[src/design/mstc_defines.vh]
// Purpose: constants for the MAC statistics counter block
// Assumes: one clock, synchronous active-high reset
// Notes: counter widths and size-bin limits live here
`ifndef MSTC_DEFINES_VH
`define MSTC_DEFINES_VH
`define MSTC_CNT_W 32
`define MSTC_LEN_W 16
`define MSTC_COLL_W 5
`define MSTC_CNT_ZERO 32'h0000_0000
`define MSTC_CNT_ONE 32'h0000_0001
`define MSTC_COLL_ONE 5'h01
`define MSTC_COLL_TWO 5'h02
`define MSTC_COLL_MAX_RETRY 5'h0F
`define MSTC_COLL_EXCESSIVE 5'h10
`define MSTC_LEN_64 16'h0040
`define MSTC_LEN_65 16'h0041
`define MSTC_LEN_127 16'h007F
`define MSTC_LEN_128 16'h0080
`define MSTC_LEN_255 16'h00FF
`define MSTC_LEN_256 16'h0100
`define MSTC_LEN_511 16'h01FF
`define MSTC_LEN_512 16'h0200
`define MSTC_LEN_1023 16'h03FF
`define MSTC_LEN_1024 16'h0400
`define MSTC_NBINS 6
`endif

[src/design/mstc_stat_counters.v]
// Purpose: Ethernet MAC transmit/receive statistics counters
// Assumes: engines report one final outcome pulse per frame, attempt pulses per retry
// Notes: counters wrap; all outputs are registers
//        size bins trail the direct counters by one clock
`timescale 1ns/1ns
`include "mstc_defines.vh"
module mstc_stat_counters (
    input wire mclk, // device clock, 10 MHz
    input wire rst, // synchronous reset, active high
    input wire txDone, // one-cycle pulse: final transmit outcome known
    input wire [15:0] txLen, // bytes transmitted in the final attempt
    input wire [4:0] txCollCount, // non-late collisions seen by this frame
    input wire tx_late_collision_count, // frame abandoned on a late collision
    input wire txCarrierLoss, // carrier dropped or never seen
    input wire tx_fifo_underrun_count, // transmit FIFO ran dry
    input wire txAttemptEnd, // one-cycle pulse: attempt ended by collision or loss
    input wire [15:0] txAttemptLen, // bytes sent in that attempt before it ended
    input wire rxDone, // one-cycle pulse: receive frame finished
    input wire [15:0] rxLen, // received frame bytes counted for the network total
    input wire rxAccepted, // address matched or promiscuous accept
    input wire rxStartOverrun, // no FIFO cell or buffer at frame start
    input wire rxMiddleOverrun, // resources ran out after a good start
    input wire rxZeroHeadPtr, // zero head descriptor met at start or middle
    input wire [15:0] maxReceiveFrameLength, // configured maximum receive length
    output reg [31:0] txSingleCollisionCount, // single-collision frames
    output reg [31:0] txMultipleCollisionCount, // 2..15 collision frames
    output reg [31:0] txExcessiveCollisionCount, // abandoned after 16 collisions
    output reg [31:0] txLateCollisionCount, // late-collision frames
    output reg [31:0] txFifoUnderrunCount, // underrun frames
    output reg [31:0] txCarrierLossCount, // carrier-loss frames
    output reg [31:0] txGoodByteTotal, // bytes of good transmit frames
    output reg [31:0] sizeBinExactMin, // 64 byte frames
    output reg [31:0] sizeBinSmall, // 65..127 byte frames
    output reg [31:0] sizeBinMediumSmall, // 128..255 byte frames
    output reg [31:0] sizeBinMedium, // 256..511 byte frames
    output reg [31:0] sizeBinLarge, // 512..1023 byte frames
    output reg [31:0] sizeBinLargest, // 1024..max byte frames
    output reg [31:0] networkByteTotal, // utilisation byte total
    output reg [31:0] rxStartOverrunCount, // start-of-frame overruns
    output reg [31:0] rxMiddleOverrunCount, // middle-of-frame overruns
    output reg [31:0] rxBufferOverrunCount // zero head descriptor overruns
);

    // transmit outcome classes
    wire txLate; // late collision ended this frame
    wire txClean; // no carrier loss and no underrun
    wire txExcess; // sixteen non-late collisions
    wire txGood; // good frame for byte total
    wire [31:0] txLenW; // zero-extended transmit length
    wire [31:0] rxLenW; // zero-extended receive length
    wire [31:0] attLenW; // zero-extended attempt length
    wire [31:0] netAdd; // bytes added to network total this cycle
    // size-bin qualification per direction
    wire txBinOk; // transmit frame eligible for a size bin
    wire rxBinOk; // receive frame eligible for a size bin
    wire [5:0] txBinHit; // transmit bin one-hot
    wire [5:0] rxBinHit; // receive bin one-hot
    wire [31:0] binQ [0:5]; // bin register view
    wire [5:0] txBinMask; // bins open to a carrier-cut transmit
    // per-counter increment strobes, one per final report
    wire txSingleHit; // one non-late collision, clean
    wire txMultiHit; // two to fifteen non-late collisions, clean
    wire txExcessHit; // abandoned after sixteen collisions, clean
    wire txUnderHit; // transmit fifo ran dry
    wire txLossHit; // carrier lost or never seen
    wire txGoodHit; // good frame for the byte total
    wire rxStartHit; // accepted frame refused at its start
    wire rxMiddleHit; // accepted frame lost after a good start
    wire rxBufferHit; // accepted frame met a zero head descriptor

    // once per frame
    // every frame-based counter keys off the single txDone or rxDone pulse
    assign txLate = txDone & tx_late_collision_count;
    assign txClean = ~txCarrierLoss & ~tx_fifo_underrun_count;
    assign txExcess = (txCollCount == `MSTC_COLL_EXCESSIVE) & ~tx_late_collision_count;
    assign txGood = ~tx_late_collision_count & ~txExcess & txClean;
    assign txLenW = {16'h0000, txLen};
    assign rxLenW = {16'h0000, rxLen};
    assign attLenW = {16'h0000, txAttemptLen};

    // clean tx frames
    // tx bins need no late/excessive collision or underrun; a carrier error shuts all but the 64 byte bin
    assign txBinOk = txDone & ~tx_late_collision_count & ~txExcess & ~tx_fifo_underrun_count;
    // carrier loss shuts every bin except the exact 64 byte one
    assign txBinMask = {{5{~txCarrierLoss}}, 1'b1};
    // rx bins ignore crc, alignment, code errors and overruns
    assign rxBinOk = rxDone & rxAccepted;

    // per-bin length decode for both directions
    function [5:0] binOf;
        input [15:0] len;
        input [15:0] maxLen;
        begin
            binOf = 6'h00;
            binOf[0] = (len == `MSTC_LEN_64);
            binOf[1] = (len >= `MSTC_LEN_65) && (len <= `MSTC_LEN_127);
            binOf[2] = (len >= `MSTC_LEN_128) && (len <= `MSTC_LEN_255);
            binOf[3] = (len >= `MSTC_LEN_256) && (len <= `MSTC_LEN_511);
            binOf[4] = (len >= `MSTC_LEN_512) && (len <= `MSTC_LEN_1023);
            binOf[5] = (len >= `MSTC_LEN_1024) && (len <= maxLen);
        end
    endfunction

    assign txBinHit = txBinOk ? (binOf(txLen, maxReceiveFrameLength) & txBinMask) : 6'h00;
    assign rxBinHit = rxBinOk ? binOf(rxLen, maxReceiveFrameLength) : 6'h00;

    // size bins: a tx and rx frame in one cycle both count
    genvar gi;
    generate
        for (gi = 0; gi < `MSTC_NBINS; gi = gi + 1) begin : gBin
            reg [31:0] bin_q; // bin counter
            wire [31:0] bin_d; // bin next value
            assign bin_d = bin_q + {31'h0, txBinHit[gi]} + {31'h0, rxBinHit[gi]};
            // bin register update
            always @(posedge mclk) begin
                if (rst) begin
                    bin_q <= `MSTC_CNT_ZERO;
                end else begin
                    bin_q <= bin_d;
                end
            end
            assign binQ[gi] = bin_q;
        end
    endgenerate

    // errors ignored
    // rxLen already excludes any jam sent for flow control; attempts add per retry
    assign netAdd = (txDone ? txLenW : `MSTC_CNT_ZERO)
        + (txAttemptEnd ? attLenW : `MSTC_CNT_ZERO)
        + (rxDone ? rxLenW : `MSTC_CNT_ZERO);

    // increment strobes: each keys off the one final report of its frame,
    // so a retried frame can never be counted twice in a frame counter

    assign txSingleHit = txDone & ~tx_late_collision_count & txClean & (txCollCount == `MSTC_COLL_ONE);
    assign txMultiHit = txDone & ~tx_late_collision_count & txClean
        & (txCollCount >= `MSTC_COLL_TWO) & (txCollCount <= `MSTC_COLL_MAX_RETRY);
    assign txExcessHit = txDone & txExcess & txClean;
    assign txUnderHit = txDone & tx_fifo_underrun_count;
    assign txLossHit = txDone & txCarrierLoss;
    assign txGoodHit = txDone & txGood;
    assign rxStartHit = rxDone & rxAccepted & rxStartOverrun;
    assign rxMiddleHit = rxDone & rxAccepted & rxMiddleOverrun & ~rxStartOverrun;
    assign rxBufferHit = rxDone & rxAccepted & rxZeroHeadPtr;

    // single-collision frames
    // exactly one non-late collision and no loss or underrun
    always @(posedge mclk) begin
        if (rst) begin
            // cleared by reset
            txSingleCollisionCount <= `MSTC_CNT_ZERO;
        end else if (txSingleHit) begin
            // one more frame of this class
            txSingleCollisionCount <= txSingleCollisionCount + `MSTC_CNT_ONE;
        end
    end

    // multiple-collision frames
    // a late collision keeps a frame out of this class
    always @(posedge mclk) begin
        if (rst) begin
            // cleared by reset
            txMultipleCollisionCount <= `MSTC_CNT_ZERO;
        end else if (txMultiHit) begin
            // one more frame of this class
            txMultipleCollisionCount <= txMultipleCollisionCount + `MSTC_CNT_ONE;
        end
    end

    // excessive-collision frames
    // the engine gave up after sixteen non-late collisions
    always @(posedge mclk) begin
        if (rst) begin
            // cleared by reset
            txExcessiveCollisionCount <= `MSTC_CNT_ZERO;
        end else if (txExcessHit) begin
            // one more abandoned frame
            txExcessiveCollisionCount <= txExcessiveCollisionCount + `MSTC_CNT_ONE;
        end
    end

    // late collision
    // counted whatever else went wrong with the frame
    always @(posedge mclk) begin
        if (rst) begin
            // cleared by reset
            txLateCollisionCount <= `MSTC_CNT_ZERO;
        end else if (txLate) begin
            // one more late-collision frame
            txLateCollisionCount <= txLateCollisionCount + `MSTC_CNT_ONE;
        end
    end

    // underrun frames
    // the fifo ran dry at some point while the frame went out
    always @(posedge mclk) begin
        if (rst) begin
            // cleared by reset
            txFifoUnderrunCount <= `MSTC_CNT_ZERO;
        end else if (txUnderHit) begin
            // one more underrun frame
            txFifoUnderrunCount <= txFifoUnderrunCount + `MSTC_CNT_ONE;
        end
    end

    // carrier-loss frames
    // such a frame is never retried, so its final report is its only one
    always @(posedge mclk) begin
        if (rst) begin
            // cleared by reset
            txCarrierLossCount <= `MSTC_CNT_ZERO;
        end else if (txLossHit) begin
            // one more carrier-loss frame
            txCarrierLossCount <= txCarrierLossCount + `MSTC_CNT_ONE;
        end
    end

    // good transmit byte total
    // only frames free of late or excessive collisions, loss and underrun
    always @(posedge mclk) begin
        if (rst) begin
            // cleared by reset
            txGoodByteTotal <= `MSTC_CNT_ZERO;
        end else if (txGoodHit) begin
            // add the final attempt's length
            txGoodByteTotal <= txGoodByteTotal + txLenW;
        end
    end

    // network utilisation total
    // adds final frames, aborted attempts and received frames every clock;
    // netAdd is zero on idle clocks, so the total simply holds then
    always @(posedge mclk) begin
        if (rst) begin
            // cleared by reset
            networkByteTotal <= `MSTC_CNT_ZERO;
        end else begin
            // wraps at the counter width
            networkByteTotal <= networkByteTotal + netAdd;
        end
    end

    // start-of-frame overruns
    // accepted frames that found no fifo cell or buffer at their start
    always @(posedge mclk) begin
        if (rst) begin
            // cleared by reset
            rxStartOverrunCount <= `MSTC_CNT_ZERO;
        end else if (rxStartHit) begin
            // one more refused frame
            rxStartOverrunCount <= rxStartOverrunCount + `MSTC_CNT_ONE;
        end
    end

    // middle-of-frame overruns
    // a start overrun on the same frame takes the count instead
    always @(posedge mclk) begin
        if (rst) begin
            // cleared by reset
            rxMiddleOverrunCount <= `MSTC_CNT_ZERO;
        end else if (rxMiddleHit) begin
            // one more frame cut short
            rxMiddleOverrunCount <= rxMiddleOverrunCount + `MSTC_CNT_ONE;
        end
    end

    // zero head descriptor overruns
    // independent of the fifo overrun classes above
    always @(posedge mclk) begin
        if (rst) begin
            // cleared by reset
            rxBufferOverrunCount <= `MSTC_CNT_ZERO;
        end else if (rxBufferHit) begin
            // one more frame without a buffer
            rxBufferOverrunCount <= rxBufferOverrunCount + `MSTC_CNT_ONE;
        end
    end

    // size-bin outputs
    // copy the bins out so each output is one register stage;
    // this costs one clock of latency against the direct counters
    always @(posedge mclk) begin
        if (rst) begin
            // cleared by reset
            sizeBinExactMin <= `MSTC_CNT_ZERO;
            sizeBinSmall <= `MSTC_CNT_ZERO;
            sizeBinMediumSmall <= `MSTC_CNT_ZERO;
            sizeBinMedium <= `MSTC_CNT_ZERO;
            sizeBinLarge <= `MSTC_CNT_ZERO;
            sizeBinLargest <= `MSTC_CNT_ZERO;
        end else begin
            // follow the bin registers
            sizeBinExactMin <= binQ[0];
            sizeBinSmall <= binQ[1];
            sizeBinMediumSmall <= binQ[2];
            sizeBinMedium <= binQ[3];
            sizeBinLarge <= binQ[4];
            sizeBinLargest <= binQ[5];
        end
    end

endmodule // mstc_stat_counters

[config.mk]
export PLATFORM = sky130hd
export DESIGN_NAME = mstc_stat_counters
export DESIGN_NICKNAME = d
export VERILOG_FILES = /design/src/design/mstc_stat_counters.v
export VERILOG_INCLUDE_DIRS = /design/src /design/src/design
export SDC_FILE = /design/constraint.sdc
export NUM_CORES = 1
export LEC_CHECK = 0
export BUFFER_PORTS_ARGS = -buffer_cell sky130_fd_sc_hd__buf_2
export CAP_MARGIN = 40
export CORE_MARGIN = 2
export CORE_UTILIZATION = 45
export DETAILED_ROUTE_END_ITERATION = 7
export GPL_TIMING_DRIVEN = 0
export HOLD_SLACK_MARGIN = 0.03
export PLACE_DENSITY = 0.67
export SYNTH_ARGS = -nofsm -noshare
export SYNTH_HDL_FRONTEND = slang
export SYNTH_SLANG_ARGS = --single-unit
export TNS_END_PERCENT = 5
[constraint.sdc]
create_clock -name mclk -period 5.85 [get_ports mclk]
set_clock_uncertainty 0.2 [all_clocks]
set_input_delay 0.2925 -clock mclk [delete_from_list [all_inputs] [get_ports mclk]]
set_output_delay 0.2925 -clock mclk [all_outputs]
set_load 0.01 [all_outputs]
==> results of run 1 <==
## power breakdown
part           switching (mW)  internal, mW
logic                   0.862         0.516
registers              0.0413          5.07
clock network            2.17          2.95
## worst min-delay path, cell delays in order
cell,delay (ps)
buf_2,160
nand3_1,100
or3b_2,130
fa_1,150
nor2_1,40
## cells in the final DEF, fill, tap and decap left out, drive strengths merged, types with 64 or more instances in the layout
master  Yosys  final
nand2     289    289
nor2      544    544
buf        11    653
nor2b     217    217
ha         82     82
xor2      281    281
or3        64     64
clkbuf    116    220
and3       98     98
a21oi     125    125
nand3     191    191
nand4     147    147
inv       122    127
dfxtp     736    736
o21ai      88     88
xnor2     134    134
## state kept, by name, indices dropped and copies added, names as in the netlist
signal and cells:
gBin.bin_q 192, networkByteTotal 32, rxBufferOverrunCount 32, rxMiddleOverrunCount 32, rxStartOverrunCount 32, sizeBinExactMin 32, sizeBinLarge 32, sizeBinLargest 32
sizeBinMedium 32, sizeBinMediumSmall 32, sizeBinSmall 32, txCarrierLossCount 32, txExcessiveCollisionCount 32, txFifoUnderrunCount 32, txGoodByteTotal 32, txLateCollisionCount 32
txMultipleCollisionCount 32, txSingleCollisionCount 32
## kinds of logic after synthesis
group | share of synthesized area (%)
multiplexers | 1.07
buffers and inverters | 2.98
AND/OR/NAND/NOR | 27.6
XOR/XNOR | 11.3
AO/OA/AOI/OAI | 5.50
flip-flops | 45.9
adder cells (fa/ha/maj) | 5.62
## worst paths after layout
kind | to | slack [ps] | depth (start not counted)
worst max-delay path | networkByteTotal[25] | 430 | 19
worst min-delay path | gBin[1].bin_q[0] | 70 | 5
worst max register to register | networkByteTotal[25] | 1520 | 13
worst min register to register | sizeBinMediumSmall[31] | 260 | 1
## layer usage
metal	up-vias	routed length (µm)	global-route usage, %
met2	703	47800	45.4
met3	163	7340	7.46
met4	8	3160	8.82
li1	13700	-	-
met5	-	57	0
met1	13100	40300	30.1
## area by class of cell
cell class | instances | area share [%]
multi-input cells | 2636 | 41.6
well taps | 940 | 2.97
clock buffers | 104 | 5.57
flip-flops and latches | 736 | 37.3
inverters | 123 | 1.17
repair buffers | 666 | 9.03
diodes | 1 | 0.00633
plain buffers | 127 | 1.26
clock inverters | 39 | 1.18
## per-stage QoR
| stage | utilization (%) | total power [mW] | setup slack [ps] | cells | instance area, µm² |
|---|---|---|---|---|---|
| after floorplan | - | 6.15 | 1520 | 3622 | 32100 |
| after detailed placement | 52.1 | 6.58 | 380 | 5208 | 36700 |
| after global routing | 56.2 | 12.1 | 94.3 | 5371 | 39500 |
| after global placement | 51.7 | 6.56 | -36.2 | 5186 | 36400 |
| after CTS | 56.2 | 11.7 | 450 | 5371 | 39500 |
| final | 56.2 | 11.6 | 426 | 5372 | 39500 |
==> qor.txt, run 1 <==
Crit share post-route: 92.7%
Cells after synthesis: 3,622
Worst setup startpoint: txDone
Max-Slew Margin vs Limit: 34.5%
GPL Wtd Cong: 0.941
I/O Buffers: 624
Vias in the first global route: 26,400
Setup Viol. Count Final: 0
Maximum root-to-sink buffer count: 3
TritonCTS Buffers: 79
Die height: 271 µm
IO Pins: 625
Cell Rows: 97
Pre-Repair DR Iteration Count: 5
Top-area cell type share of the netlist area: 45.9%
DIE WIDTH: 271 µm
Syn Std Cell Area: 32,100 µm²
Worst slew pin tran: 974 ps
Storage cell area: 14,700 µm²
RSZ-0062 raised after global routing: false
Post-synth top flop: dfxtp_1
Worst Setup End Kind: register
Share of cells above drive strength 1: 18.8%
First-pass GRT wire length: 151,000 µm
Largest cells by area after synthesis: dfxtp_1 46%, xor2_1 7.7%, nor2_1 6.4%
Final WL: 98,600 µm
HPWL after detailed placement: 76,600 µm
Crit path buf inv count: 8
1st-iter DRT viols: 1,559
Worst Hold Class: in2reg
Worst r2r src: networkByteTotal[1]
Worst hold margin: 72.6 ps
Largest stage delay on the critical path: 540 ps
Post-route ant nets: 0
Synth async-reset ratio: 0%
H-tree Lvls: 3
Syn_nets: 3,824
CTS Sinks: 736
#FFs+latches synth: 736
Post-synth EDFFs: 0
Total negative setup slack: 0 ps
Most used cell, CP: fa_1
Mean Syn Cell Area: 8.87 µm²
Most numerous cell in the Yosys netlist: dfxtp_1
Yosys warning count: 0
Die area: 73,500 µm²
Period minus WS final: 5420 ps
CTS Root Cell: clkbuf_16
CP delay by family, top: buffers and inverters
CP max FO: 10
Most frequent cells after synthesis: 736 x dfxtp_1, 544 x nor2_1, 289 x nand2_1
Clock latency on the worst-skew pair: 630 ps
Via count: 27,700
Nets@finish: 4,571
Pwr dens: 294 nW/µm²
Core Region: 70,400 µm²
Outcome: completed
Gr ovfl total: 0
Clk slew on worst S/H paths: 60 ps
DR vias/cell: 5.15
Max Fclk: 184 MHz
Starting Density: 45.6%
# fillers: 6,463
P_leak: 16.8 nW
Worst EP arrival: 5730 ps
Largest net degree at the start of global routing: 15
Max cap viols: 0
Number of remaining DRC errors: 0
Post-CTS setup buffer count: 0
Max VDD drop: 0.000207 V
Final Hold Viols: 0
CTS hold repair buffers: 20
Initial antenna violation count: 5
Area grow syn2layout: 23.1%
Multi-input logic area: 16,400 µm²
Sequence of cells on the critical path: dlygate4sd3_1 > buf_2 > buf_2 > clkbuf_1 > buf_8 > clkbuf_1 > nand2_1 > fa_1 > fa_1 > inv_1 > ha_1 > inv_1 > fa_1 > nand2b_1 > a21oi_1 > o21ai_0 > o21ai_1 > nand3_1 > mux2_2
TritonCTS clock tree: done
Unique masters post-synth: 72
Avg WL per Cell: 18.4 µm
Slew Limit Fails: 0
Overall Global Routing Usage: 25.9%
Setup Crit Path Kind: in2reg
Register area share after synthesis: 45.9%
CP required: 6160 ps
# resized after CTS: 0
Hold path startpoint: txLen[6]
Worst path slowest cell: dlygate4sd3_1
Crit path launch type: input port
Yosys top cell by area: dfxtp_1
No activity file was read; power rests on OpenSTA's default activity.
==> run 2, diff against run 1 <==
--- a/config.mk
+++ b/config.mk
@@ -8,12 +8,12 @@
 export LEC_CHECK = 0
 export BUFFER_PORTS_ARGS = -buffer_cell sky130_fd_sc_hd__buf_2
 export CAP_MARGIN = 40
-export CORE_MARGIN = 2
 export CORE_UTILIZATION = 45
 export DETAILED_ROUTE_END_ITERATION = 7
 export GPL_TIMING_DRIVEN = 0
 export HOLD_SLACK_MARGIN = 0.03
 export PLACE_DENSITY = 0.67
+export REMOVE_ABC_BUFFERS = 1
 export SYNTH_ARGS = -nofsm -noshare
 export SYNTH_HDL_FRONTEND = slang
 export SYNTH_SLANG_ARGS = --single-unit
==> run 2 against run 1 <==
Net effect:
- die area decreased by 1.5%
- hold slack worse by 17 ps
- largest cell class unchanged
- combinational power down 5%
- critical path type unchanged
- wire length shrank 8.2%
- clock power grew 7.0%
- utilization decreased by 0.38 points
- global-route usage fell by 1.5 points
- sequential share of layout area grew 0.25 points
==> qor.txt, run 2 (synthesis results as in run 1) <==
Largest stage delay on the critical path: 760 ps (was 540 ps)
TritonCTS clock tree: done (unchanged)
IO Pins: 625 (unchanged)
Total Power: 11.9 mW (was 11.6 mW)
TritonCTS Buffers: 79 (unchanged)
Crit share post-route: 79.6% (was 92.7%)
Commonest non-fill, non-tap cell in the layout: dfxtp_1 (unchanged)
Commonest cells after routing, fill and taps aside: 736 x dfxtp_1, 628 x buf_2, 544 x nor2_1, 289 x nand2_1, 281 x xor2_1 (was 736 x dfxtp_1, 630 x buf_2, 544 x nor2_1, 289 x nand2_1, 281 x xor2_1)
CP required: 6130 ps (was 6160 ps)
HPWL after detailed placement: 67,600 µm (was 76,600 µm)
Max VDD drop: 0.000250 V (was 0.000207 V)
CTS Root Cell: clkbuf_16 (unchanged)
Setup Crit Path Kind: in2reg (unchanged)
Via count: 27,100 (was 27,700)
Vias in the first global route: 25,600 (was 26,400)
P_leak: 16.8 nW (about the same)
Hold path startpoint: txCollCount[1] (was txLen[6])
Die area: 72,500 µm² (was 73,500 µm²)
Worst slew pin tran: 896 ps (was 974 ps)
Worst Setup End Kind: register (unchanged)
H-tree Lvls: 3 (unchanged)
CTS Sinks: 736 (unchanged)
Overall Global Routing Usage: 24.3% (was 25.9%)
Pwr dens: 303 nW/µm² (was 294 nW/µm²)
Sequence of cells on the critical path: dlygate4sd3_1 > buf_2 > or4b_1 > a21o_1 > buf_16 > nor3_1 > nand2_1 > fa_1 > inv_1 > ha_1 > nand2_1 > nor4_1 > and4_1 > nand3_1 > xor2_1 > nor2_1 (was dlygate4sd3_1 > buf_2 > buf_2 > clkbuf_1 > buf_8 > clkbuf_1 > nand2_1 > fa_1 > fa_1 > inv_1 > ha_1 > inv_1 > fa_1 > nand2b_1 > a21oi_1 > o21ai_0 > o21ai_1 > nand3_1 > mux2_2)
I/O Buffers: 624 (unchanged)
Share of cells above drive strength 1: 19.2% (was 18.8%)
Nets@finish: 4,437 (was 4,571)
Number of remaining DRC errors: 0 (unchanged)
Max Fclk: 215 MHz (was 184 MHz)
Area grow syn2layout: 22.3% (was 23.1%)
Total negative setup slack: 0 ps (unchanged)
Clock latency on the worst-skew pair: 640 ps (was 630 ps)
Post-route ant nets: 0 (unchanged)
CP max FO: 27 (was 10)
RSZ-0062 raised after global routing: false (unchanged)
Period minus WS final: 4660 ps (was 5420 ps)
Max cap viols: 0 (unchanged)
Worst setup startpoint: txCarrierLoss (was txDone)
Outcome: completed (unchanged)
Max reg flops: 192 (unchanged)
First-pass GRT wire length: 142,000 µm (was 151,000 µm)
Starting Density: 45.6% (unchanged)
DR vias/cell: 5.17 (was 5.15)
Worst EP arrival: 4940 ps (was 5730 ps)
DIE WIDTH: 269 µm (was 271 µm)
1st-iter DRT viols: 1,610 (was 1,559)
Final cell count without fillers: 5,243 (was 5,372)
# resized after CTS: 0 (unchanged)
Most used cell, CP: nand2_1 (was fa_1)
Worst r2r src: networkByteTotal[1] (unchanged)
Initial antenna violation count: 5 (unchanged)
Placed cells: 5,074 (was 5,208)
Slew Limit Fails: 0 (unchanged)
Core Region: 70,400 µm² (unchanged)
Worst Hold Class: in2reg (unchanged)
Worst path slowest cell: or4b_1 (was dlygate4sd3_1)
Cell Rows: 97 (unchanged)
Largest net degree at the start of global routing: 155 (was 15)
Die height: 269 µm (was 271 µm)
GPL Wtd Cong: 0.911 (was 0.941)
Clk slew on worst S/H paths: 60 ps (about the same)
Avg WL per Cell: 17.3 µm (was 18.4 µm)
Final WL: 90,500 µm (was 98,600 µm)
Final Hold Viols: 0 (unchanged)
Gr ovfl total: 0 (unchanged)
Pre-Repair DR Iteration Count: 7 (was 5)
Crit path launch type: input port (unchanged)
Worst hold margin: 56.1 ps (was 72.6 ps)
Maximum root-to-sink buffer count: 3 (unchanged)
Max-Slew Margin vs Limit: 39.8% (was 34.5%)
Dpl ws: 722 ps (was 380 ps)
Biggest register: gBin.bin_q (unchanged)
Setup ws final: 1190 ps (was 426 ps)
Setup Viol. Count Final: 0 (unchanged)
==> run 2: changes by cell type in the layout (fill, tap and decap cells not counted), moves of 5 or more <==
| cell | previous run | this run |
|---|---|---|
| buf_6 | 8 | 1 |
| clkbuf_1 | 126 | 8 |
| bufinv_16 | 6 | 12 |
| buf_1 | 6 | 1 |
| clkbuf_8 | 13 | 23 |
| buf_16 | 0 | 6 |
| clkinv_2 | 20 | 11 |
| diode_2 | 1 | 6 |
| buf_8 | 7 | 1 |
==> run 2: repair_timing <==
action                                 in CTS  in global routing
endpoints found under the hold margin     146                  0
setup buffers                               0                  0
hold buffers                               19                  0
==> run 2: path summary, 6_finish.rpt <==
kind	to	slack, ps	cells after the start
setup / recovery	gBin[3].bin_q[26]	1190	16
hold / removal	txSingleCollisionCount[1]	60	5
setup reg to reg	networkByteTotal[25]	1690	13
hold reg to reg	sizeBinMediumSmall[0]	260	2
==> run 2: where the power goes <==
group	switching [mW]	internal, mW
Combinational	0.806	0.504
Sequential	0.0515	5.07
Clock	2.15	3.33
Total	3.01	8.91
==> run 2: final cells by class <==
| type | instances | area, µm² |
|---|---|---|
| antenna | 6 | 15.0 |
| sequential | 736 | 14700 |
| tap | 940 | 1180 |
| clock inverter | 33 | 576 |
| clock buffer | 110 | 2320 |
| inverter | 123 | 462 |
| timing repair buffer | 659 | 3550 |
| multi-input combinational | 2636 | 16400 |
| fill | 6374 | 31100 |
==> run 2: metrics by stage <==
step           utilization, %  instance area [µm²]
6_report                 55.8                39300
2_1_floorplan               -                31600
4_1_cts                  55.8                39300
5_1_grt                  55.8                39300
3_5_place_dp             51.4                36200
3_3_place_gp             51.0                35900
==> run 2: routing by layer <==
layer	track usage [%]	routed length, µm	up-vias
met5	0	0	-
met1	29.4	38000	12800
met3	7.23	6900	213
li1	-	-	13400
met4	11.4	4240	0
met2	39.5	41400	723
==> run 2: worst max-delay path: cells and delay by family <==
kind            cells  cell delay (ps)
buf+inv             4              990
xor+xnor            1              140
simple gates        8             2500
fa+ha+maj           2              660
compound gates      1              310
